## config.mk

```make
export PLATFORM = sky130hd
export DESIGN_NAME = pad_control_register_bank
export DESIGN_NICKNAME = d
export VERILOG_FILES = /design/src/core/pad_ctrl_pkg.sv /design/src/core/pad_cell_ctrl.sv /design/src/core/pad_control_register_bank.sv
export SDC_FILE = /design/constraint.sdc
export NUM_CORES = 1
export LEC_CHECK = 0
export ABC_AREA = 1
export BUFFER_PORTS_ARGS = -buffer_cell sky130_fd_sc_hd__buf_2
export CORE_MARGIN = 1.5
export CORE_UTILIZATION = 35
export CTS_CLUSTER_SIZE = 10
export DETAILED_ROUTE_END_ITERATION = 10
export GPL_TIMING_DRIVEN = 0
export SYNTH_ARGS = -nofsm -noshare
export SYNTH_HDL_FRONTEND = slang
export SYNTH_SLANG_ARGS = --single-unit
export TNS_END_PERCENT = 1
```

## constraint.sdc

```tcl
create_clock -name ref_clk -period 50 [get_ports ref_clk]
set_input_delay 2.5 -clock ref_clk [delete_from_list [all_inputs] [get_ports ref_clk]]
set_output_delay 2.5 -clock ref_clk [all_outputs]
set_load 0.01 [all_outputs]
```

## src/core/pad_ctrl_pkg.sv

```systemverilog
package pad_ctrl_pkg;

   // ==========================================================
   // Address map.
   localparam logic [31:0] USER_BANK_BASE = 32'h4001c000;
   localparam logic [31:0] FLASH_BANK_BASE = 32'h40020000;
   localparam logic [7:0] USER_PAD_FIRST_OFS = 8'h04;
   localparam logic [7:0] USER_PAD_LAST_OFS = 8'h78;
   localparam logic [7:0] DEBUG_CLK_OFS = 8'h7c;
   localparam logic [7:0] DEBUG_DATA_OFS = 8'h80;
   localparam logic [7:0] LEVEL_SEL_OFS = 8'h00;
   localparam logic [7:0] FLASH_PAD_FIRST_OFS = 8'h04;
   localparam logic [7:0] FLASH_PAD_LAST_OFS = 8'h18;

   // ==========================================================
   // Values after reset.
   localparam logic [7:0] USER_PAD_RESET = 8'h56;
   localparam logic [7:0] DEBUG_CLK_RESET = 8'hda;
   localparam logic [7:0] DEBUG_DATA_RESET = 8'h5a;
   localparam logic [7:0] FLASH_CLK_RESET = 8'h56;
   localparam logic [7:0] FLASH_DATA_RESET = 8'h52;
   localparam logic [7:0] FLASH_SEL_RESET = 8'h5a;
   localparam logic LEVEL_SEL_RESET = 1'b0;

   // ==========================================================
   // Drive strength in milliamperes for each code.
   localparam logic [3:0] DRIVE_MA_CODE0 = 4'h2;
   localparam logic [3:0] DRIVE_MA_CODE1 = 4'h4;
   localparam logic [3:0] DRIVE_MA_CODE2 = 4'h8;
   localparam logic [3:0] DRIVE_MA_CODE3 = 4'hc;

   // ==========================================================
   // Field layout of one pad register, bit 7 first.
   typedef struct packed {
      logic output_disable_bit;
      logic input_enable_bit;
      logic [1:0] drive_code;
      logic pull_up_bit;
      logic pull_down_bit;
      logic schmitt_bit;
      logic fast_edge_rate_bit;
   } pad_field_t;

   typedef struct packed {
      logic oe;
      logic input_en;
      logic [3:0] drive_ma;
      logic pull_up;
      logic pull_down;
      logic schmitt;
      logic fast_slew;
   } pad_drive_t;

   typedef struct packed {
      logic hit;
      logic level;
      logic [5:0] idx;
   } reg_decode_t;

   function automatic logic [3:0] drive_ma_of(input logic [1:0] code);
      logic [3:0] ma;
      case (code)
         2'h0: ma = DRIVE_MA_CODE0;
         2'h1: ma = DRIVE_MA_CODE1;
         2'h2: ma = DRIVE_MA_CODE2;
         default: ma = DRIVE_MA_CODE3;
      endcase
      return ma;
   endfunction

endpackage

```

## src/core/pad_cell_ctrl.sv

```systemverilog
`timescale 1ns/10ps
module pad_cell_ctrl
   import pad_ctrl_pkg::*;
(
   input wire logic ref_clk,
   input wire logic rst_n,
   input wire pad_field_t cfg,
   input wire logic oe_req,
   output pad_drive_t pad
);

   // ==========================================================
   // Pad control outputs, registered.
   wire logic oe_next = oe_req & ~cfg.output_disable_bit;
   wire logic [3:0] ma_next = drive_ma_of(cfg.drive_code);

   always_ff @(posedge ref_clk or negedge rst_n) begin
      if (!rst_n) begin
         pad <= '0;
      end else begin
         pad.oe <= oe_next;
         pad.input_en <= cfg.input_enable_bit;
         pad.drive_ma <= ma_next;
         pad.pull_up <= cfg.pull_up_bit;
         pad.pull_down <= cfg.pull_down_bit;
         pad.schmitt <= cfg.schmitt_bit;
         pad.fast_slew <= cfg.fast_edge_rate_bit;
      end
   end
endmodule

```

## src/core/pad_control_register_bank.sv

```systemverilog
// Overview of operation
// - A set output-disable bit keeps the pad driver off despite peripheral requests.
// - Drive code 0,1,2,3 selects 2, 4, 8 and 12 mA.
// - Bit 0 set selects fast edges, clear selects slow edges.
// - Flash bank level select: 0 is 3.3V, 1 is 1.8V; resets to 0.
// - Thirty user pad registers at 0x04 to 0x78, reset value 0x56.
// - Flash bank pad registers decode from base 0x40020000.
// - Flash bank: level select at 0x00, six pads at 0x04 to 0x18.
`timescale 1ns/10ps
module pad_control_register_bank
   import pad_ctrl_pkg::*;
#(
   parameter int USER_GP_PADS = 30,
   parameter int FLASH_PADS = 6
)(
   input wire logic ref_clk,
   input wire logic rstn,
   input wire logic hsel,
   input wire logic [31:0] haddr,
   input wire logic [1:0] htrans,
   input wire logic hwrite,
   input wire logic [2:0] hsize,
   input wire logic [31:0] hwdata,
   input wire logic hready,
   output logic hreadyout,
   output logic hresp,
   output logic [31:0] hrdata,
   input wire logic [USER_GP_PADS+FLASH_PADS+1:0] oe_req,
   output pad_drive_t pad_out [USER_GP_PADS+FLASH_PADS+2],
   output logic flash_level_1v8
);

   localparam int NUM_PADS = USER_GP_PADS + FLASH_PADS + 2;
   localparam int FLASH_IDX0 = USER_GP_PADS + 2;

   // ==========================================================
   // Elaboration checks.
   if (USER_GP_PADS < 1 || USER_GP_PADS > 61 || FLASH_PADS < 1 ||
       FLASH_PADS > 63 || NUM_PADS > 64) begin : g_bad_counts
      $error("pad counts outside what the decoder can address");
   end

   // ==========================================================
   // Reset release.
   logic rst_n_meta;
   logic rst_n_sync;

   always_ff @(posedge ref_clk or negedge rstn) begin
      if (!rstn) begin
         rst_n_meta <= 1'b0;
         rst_n_sync <= 1'b0;
      end else begin
         rst_n_meta <= 1'b1;
         rst_n_sync <= rst_n_meta;
      end
   end

   // ==========================================================
   // Address decode and reset values.
   function automatic reg_decode_t decode(input logic [31:0] a);
      reg_decode_t d;
      int word;
      d = '0;
      word = int'(a[7:2]);
      if (a[31:8] == USER_BANK_BASE[31:8] && a[1:0] == 2'h0 &&
          word >= 1 && word <= USER_GP_PADS + 2) begin
         d.hit = 1'b1;
         d.idx = 6'(word - 1);
      end else if (a[31:8] == FLASH_BANK_BASE[31:8] &&
                   a[1:0] == 2'h0) begin
         if (word == int'(LEVEL_SEL_OFS[7:2])) begin
            d.hit = 1'b1;
            d.level = 1'b1;
         end else if (word >= 1 && word <= FLASH_PADS) begin
            d.hit = 1'b1;
            d.idx = 6'(FLASH_IDX0 + word - 1);
         end
      end
      return d;
   endfunction

   function automatic pad_field_t reset_of(input int i);
      logic [7:0] v;
      if (i < USER_GP_PADS)
         v = USER_PAD_RESET;
      else if (i == USER_GP_PADS)
         v = DEBUG_CLK_RESET;
      else if (i == USER_GP_PADS + 1)
         v = DEBUG_DATA_RESET;
      else if (i == FLASH_IDX0)
         v = FLASH_CLK_RESET;
      else if (i == NUM_PADS - 1)
         v = FLASH_SEL_RESET;
      else
         v = FLASH_DATA_RESET;
      return pad_field_t'(v);
   endfunction

   // ==========================================================
   // Bus slave.
   logic wr_pend_reg;
   reg_decode_t wr_dec_reg;
   logic level_reg;
   pad_field_t pad_reg [NUM_PADS];

   wire logic addr_take = hsel & hready & htrans[1];
   wire reg_decode_t rd_dec = decode(haddr);
   wire reg_decode_t wr_dec_next = decode(haddr);
   wire pad_field_t rd_pad = pad_reg[rd_dec.idx];
   wire logic [31:0] rd_value = !rd_dec.hit ? 32'h0 :
      rd_dec.level ? {31'h0, level_reg} :
      {24'h0, rd_pad};
   wire logic [31:0] hrdata_next = (addr_take && !hwrite) ? rd_value :
      32'h0;
   wire logic wr_level = wr_pend_reg & wr_dec_reg.hit & wr_dec_reg.level;

   always_ff @(posedge ref_clk or negedge rst_n_sync) begin
      if (!rst_n_sync) begin
         wr_pend_reg <= 1'b0;
         wr_dec_reg <= '0;
         hrdata <= 32'h0;
         hreadyout <= 1'b1;
         hresp <= 1'b0;
      end else begin
         wr_pend_reg <= addr_take & hwrite;
         wr_dec_reg <= wr_dec_next;
         hrdata <= hrdata_next;
         hreadyout <= 1'b1;
         hresp <= 1'b0;
      end
   end

   always_ff @(posedge ref_clk or negedge rst_n_sync) begin
      if (!rst_n_sync) begin
         level_reg <= LEVEL_SEL_RESET;
      end else if (wr_level) begin
         level_reg <= hwdata[0];
      end
   end

   always_ff @(posedge ref_clk or negedge rst_n_sync) begin
      if (!rst_n_sync) begin
         flash_level_1v8 <= LEVEL_SEL_RESET;
      end else begin
         flash_level_1v8 <= level_reg;
      end
   end

   // ==========================================================
   // Pad registers and pad controls.
   genvar i;
   generate
      for (i = 0; i < NUM_PADS; i++) begin : g_pad
         wire logic wr_this = wr_pend_reg & wr_dec_reg.hit &
            ~wr_dec_reg.level & (wr_dec_reg.idx == 6'(i));

         always_ff @(posedge ref_clk or negedge rst_n_sync) begin
            if (!rst_n_sync) begin
               pad_reg[i] <= reset_of(i);
            end else if (wr_this) begin
               pad_reg[i] <= pad_field_t'(hwdata[7:0]);
            end
         end

         pad_cell_ctrl u_cell (
            .ref_clk(ref_clk),
            .rst_n(rst_n_sync),
            .cfg(pad_reg[i]),
            .oe_req(oe_req[i]),
            .pad(pad_out[i])
         );
      end
   endgenerate

   logic post_reset_reg;

   always_ff @(posedge ref_clk or negedge rst_n_sync) begin
      if (!rst_n_sync) begin
         post_reset_reg <= 1'b1;
      end else begin
         post_reset_reg <= 1'b0;
      end
   end
endmodule

```

-- Word level (Yosys, flattened, before mapping)
Index checks and enable logic that the tools add are counted.
- add/subtract/negate cells: 3
- $lt $le $gt $ge: 4
- equal/unequal tests: 115
- muxes and demuxes: 53
- bitwise logic cells: 122
- reduce and logical (&&, ||, !) cells: 48
- operators with widths (cell ; count):
    $pmux 4 s3 ; 38
    $eq 6x5->1 const B ; 16
    $and 1x1->1 ; 82
    $logic_not 2->1 ; 39
    $eq 2x1->1 const B ; 38
    $eq 2x2->1 const B ; 38
    $bmux 8 s6 ; 1
    $eq 24x23->1 const B ; 2
    $eq 6x4->1 const B ; 8
    $mux 8 ; 6
    $not 1->1 ; 39
    $eq 6x6->1 const B ; 6
    $eq 6x3->1 const B ; 4
    $mux 6 ; 3
    $eq 6x2->1 const B ; 2
    $logic_not 6->1 ; 2
    $sub 6x1->6 const B ; 2
    $ge 7x7->1 const B ; 1
    $not 6->7 ; 1
    $add 6x6->6 const A ; 1
    $eq 6x1->1 const B ; 1
    $ge 6x1->1 const B ; 1
    $le 6x3->1 const B ; 1
    $le 6x6->1 const B ; 1
    other kinds (3) ; 12
- register bits: 705
- output and inout port bits: 415
- logic and storage cells: 886

-- Depth between registers and ports, before layout
- word-level depth: 13
- gate-level depth with buffers: 23
- depth with buffers taken out: 18

-- Modules after synthesis
A second synthesis with hierarchy kept.
- cells, all modules: 2622
- area, all modules: 25724.7 sq um
- modules (own cells, without submodules) (module ; times used ; cells each ; area an instance (sq um) ; sequential area each (sq um)):
    pad_control_register_bank ; 1 ; 2014 ; 15930.3 ; 8319.2
    pad_cell_ctrl ; 38 ; 16 ; 257.7 ; 225.2

-- Worst setup path after synthesis
No wires, ideal clock.
- path kind: input to register
- from: input port haddr[2]
- to: register hrdata[1]
- library setup time: 0.113 ns
- arrival time: 5.055 ns
- required time: 49.887 ns
- path slack: 44.832 ns
- stages on the path: 22
- path buffers: 5
- path through: inv_1 buf_2 clkbuf_1 clkbuf_1 ha_1 inv_1 nor2_1 a21boi_1 nor2_1 nand2_4 nand2_4 nand2_4 buf_8 buf_6 o211ai_1 nand2_1 nand2_1 nand3_1 nand3_1 nand3_1 nand2_1 inv_1
- longest elaborated chain between the ends: 13
- RTL lines (item ; RTL line ; source):
    from (decl) ; pad_control_register_bank.sv:19 ; input wire logic [31:0] haddr,
    $add 6x6->6 (tied with other cells) ; pad_control_register_bank.sv:76 ; d.idx = 6'(FLASH_IDX0 + word - 1);
    $sub 6x1->6 / $logic_and 1x1->1 (equally long branches) ; pad_control_register_bank.sv:76, pad_control_register_bank.sv:74 ;
    $mux 6 ; pad_control_register_bank.sv:74 ; end else if (word >= 1 && word <= FLASH_PADS) begin
    $mux 6 ; pad_control_register_bank.sv:71 ; if (word == int'(LEVEL_SEL_OFS[7:2])) begin
    $mux 8 ; pad_control_register_bank.sv:69 ; end else if (a[31:8] == FLASH_BANK_BASE[31:8] &&
    $mux 6 ; pad_control_register_bank.sv:65 ; if (a[31:8] == USER_BANK_BASE[31:8] && a[1:0] == 2'h0 &&
    $not 6->7 (implied by the code) ; pad_control_register_bank.sv:109 ; wire pad_field_t rd_pad = pad_reg[rd_dec.idx];
    $bmux 8 s6 ; pad_control_register_bank.sv:109 ;
    $mux 8 (implied by the code) (2 in a row) ; pad_control_register_bank.sv:109 ;
    $mux 8 ; pad_control_register_bank.sv:111 ; rd_dec.level ? {31'h0, level_reg} :
    $mux 8 (*) ; pad_control_register_bank.sv:110 ; wire logic [31:0] rd_value = !rd_dec.hit ? 32'h0 :
    $mux 8 (*) ; pad_control_register_bank.sv:113 ; wire logic [31:0] hrdata_next = (addr_take && !hwrite) ? rd_value :
    named net hrdata_next[1] ; pad_control_register_bank.sv:113 ;
    to (signal assigned) ; pad_control_register_bank.sv:127 ; hrdata <= hrdata_next;
    to (decl) ; pad_control_register_bank.sv:27 ; output logic [31:0] hrdata,
The timed path passes the listed nets; every way through them passes the cells marked *. The select of a mux whose other input is x is not followed.
A chain may end at the register's enable or synchronous reset.

-- Final worst setup path
- from: input port haddr[2]
- to: register hrdata[3]
The elaborated chain is that of the path after synthesis.

==> flow_summary.toml <==
[pwr]
leakage_uw = 0.0155
power.density_nw_per_um2 = 34.9
vdd_drop_max_uv = 23.4

[route]
drtPass1Iterations = 9
postRouteAntennaNets = 0
dr_total_vias = 20100
vias_per_cell = 4.87
route.detailed.drc = 0
drtIter0Drc = 1962
routedWlPerCell_um = 22.3
drt-total-wl_um = 91900

[layout]
utilization_pct = 44.0
stdcell_area_um2 = 31500
final_cell_mix = "nand2_1 (640), dfrtp_1 (517), buf_2 (456)"
final_common_cell = "nand2_1"
nets = 3235
fill_cells = 7057
drive_above_1_share_pct = 26.0
syn_to_final_growth_pct = 24.5
largest_reg_flops = 342

[grt]
grt_busiest_layer = "met2"
track_usage_pct = 24.7
grtUsageMet1_pct = 32.8
first_global_vias = 19100
grt_pass1_wl_um = 132000
grt_max_degree = 73
antenna_found_initial = 3
grt-ovfl-total = 0
met2_usage_pct = 40.7
gr-usage-met3_pct = 4.37

[synthesis]
synth_area_per_cell_um2 = 10.0
synth-async-reset-ratio_pct = 100
synth_seq_area_share_pct = 66.6
yosysWarnings = 0
synth_seq_cells = 667
synth_edf_count = 0
synth_area_um2 = 25300
syn_inst = 2532
ys.flop_type = "dfrtp_1"
synth.distinct_cells = 39

[worst_setup_path]
critPathLaunchType = "primary input"
critPathMaxStageDelay_ps = 740
crit_chain = "buf_2 > inv_1 > buf_2 > clkbuf_1 > clkbuf_1 > ha_1 > nand3_1 > nor2_2 > nor2_1 > nand2_1 > nand2_2 > nand2_2 > clkbuf_1 > nand2_1 > nand3_1 > nand3_1 > nand3_1 > nand3_1 > nand3_1 > nand2_1 > inv_1"
critPathKind = "in2reg"
worst_r2r_endpoint = "pad_reg[178]"
endpoint_kind = "flip-flop"
crit_fanout = 10
worstPathArrival_ps = 7310
required_ps = 50560
cp_common_cell = "nand3_1"
critical_path.slowest_cell = "clkbuf_1"
rr_worst_depth = 6
rr_startpoint = "wr_dec_reg[6]"
r2r_slack_ps = 46960

[die]
die_w_um = 272
fp.dieH_um = 272
io-pin-count = 527
row_count = 98
dieArea_um2 = 74000
initial_core_util_pct = 35.4
core_area_um2 = 71600

[placed_design]
place_area_um2 = 29200
io_buffers = 434
place_congestion = 0.956
place_ws_ps = 42740
hpwl_um = 69300

[clock_tree]
cts_buffers = 79
htree_levels = 3
postCtsHoldBufs = 0
post-cts-setup-buffer-count = 0
root_buffer = "clkbuf_16"
clock-sinks = 667
cts_max_path_buffers = 3
clk_latency_ps = 650
clk_pin_slew_ps = 60
cts_tree = "yes"
cts_resized = 0

[flow_run]
drv_cap = 0

[timing]
finalCriticalPeriod_ps = 6750
slew_violations = 0
final.period_utilization_pct = 13.5
finalSetupTns_ps = 0
layout_setup_ws_ps = 43250
fmax_mhz = 148
skew_ps = 41.0
worst_slew_pin_slew_ps = 1090
setup-violations-final = 0
slew_headroom_pct = 27.6
holdWs_ps = 305
finalHoldViolCount = 0
rsz0062_at_grt = "no"

[outcome]
status = "complete, no violations"

[worst_hold_path]
min_path_type = "reg2async"
==> critical path, delay by kind of cell <==
family	cells	cell delay [ps]
fa+ha+maj	1	390
simple gates	13	1700
buf+inv	7	2670
==> where the power goes <==
part	switching, µW	total [µW]	internal [µW]
Combinational	25.8	35.8	10.0
Clock	219	524	304
Sequential	0.616	542	541
Total	246	1100	855
==> through the flow <==
stage / std cells / power (µW)
5_1_grt: 4128 / 1140
3_3_place_gp: 3979 / 583
3_5_place_dp: 3990 / 587
4_1_cts: 4128 / 1110
2_1_floorplan: 2595 / 570
6_report: 4129 / 1100
==> routing by layer <==
layer / wire [µm] / share of wire (%) / vias to the layer above
li1: - / - / 9138
met1: 38600 / 42 / 9929
met2: 44000 / 48 / 886
met3: 6210 / 6.8 / 171
met4: 3090 / 3.4 / 2
met5: 12 / 0.013 / -
==> layout make-up <==
| class | instances | area [µm²] | area share [%] |
|---|---|---|---|
| plain buffers | 269 | 1410 | 4.45 |
| diodes | 1 | 2.50 | 0.00793 |
| clock inverters | 7 | 65.1 | 0.206 |
| flip-flops and latches | 667 | 16900 | 53.5 |
| clock buffers | 131 | 2240 | 7.11 |
| repair buffers | 445 | 2470 | 7.85 |
| inverters | 129 | 489 | 1.55 |
| multi-input cells | 1530 | 6790 | 21.5 |
| well taps | 950 | 1190 | 3.77 |
==> worst max-delay path by stage <==
stage,cells after the start,slack (ps),from,end
after floorplan,0,30290,rst_n_sync,flash_level_1v8
final,21,43250,haddr[2],hrdata[3]
after CTS,20,43370,haddr[2],hrdata[4]
after global placement,0,22490,rst_n_sync,g_pad[32].u_cell.pad[5]
after global routing,21,43110,haddr[2],hrdata[4]
after detailed placement,20,42740,haddr[2],hrdata[4]
==> synth_stat cells (2+ instances only) <==
| library cell | n | area, µm² |
|---|---|---|
| a21oi_2 | 6 | 52.6 |
| o21ai_0 | 328 | 1640 |
| conb_1 | 2 | 7.51 |
| a21oi_1 | 48 | 240 |
| buf_2 | 22 | 110 |
| xor2_1 | 3 | 26.3 |
| clkbuf_1 | 161 | 604 |
| nand3_1 | 200 | 1000 |
| o22ai_1 | 2 | 12.5 |
| dfstp_2 | 149 | 3920 |
| o21bai_1 | 2 | 15.0 |
| nand2_4 | 7 | 78.8 |
| buf_4 | 69 | 518 |
| o21ai_1 | 24 | 120 |
| nor2_1 | 154 | 578 |
| nor2_2 | 6 | 37.5 |
| nand4_1 | 6 | 37.5 |
| ha_1 | 2 | 25.0 |
| inv_4 | 2 | 12.5 |
| dfrtp_1 | 518 | 13000 |
| o2111ai_1 | 2 | 17.5 |
| nand2_1 | 640 | 2400 |
| nor3_1 | 4 | 20.0 |
| o211ai_1 | 10 | 75.1 |
| inv_1 | 119 | 447 |
| nand2_2 | 2 | 12.5 |
| nand3b_1 | 11 | 82.6 |
| o211ai_2 | 2 | 25.0 |
| buf_1 | 3 | 11.3 |
| buf_6 | 13 | 146 |
| inv_2 | 7 | 26.3 |
==> logic make-up after synthesis <==
| group | count (synthesis) | share of synthesized area, % |
|---|---|---|
| and+or+nand+nor | 1033 | 16.9 |
| AOI/OAI and AO/OA | 426 | 8.74 |
| xor gates and xnor gates | 4 | 0.138 |
| other | 2 | 0.0296 |
| DFF | 667 | 66.6 |
| buffers and inverters | 398 | 7.48 |
| adders and majority gates | 2 | 0.0988 |
Note: power is estimated with default switching activity, not from simulation.
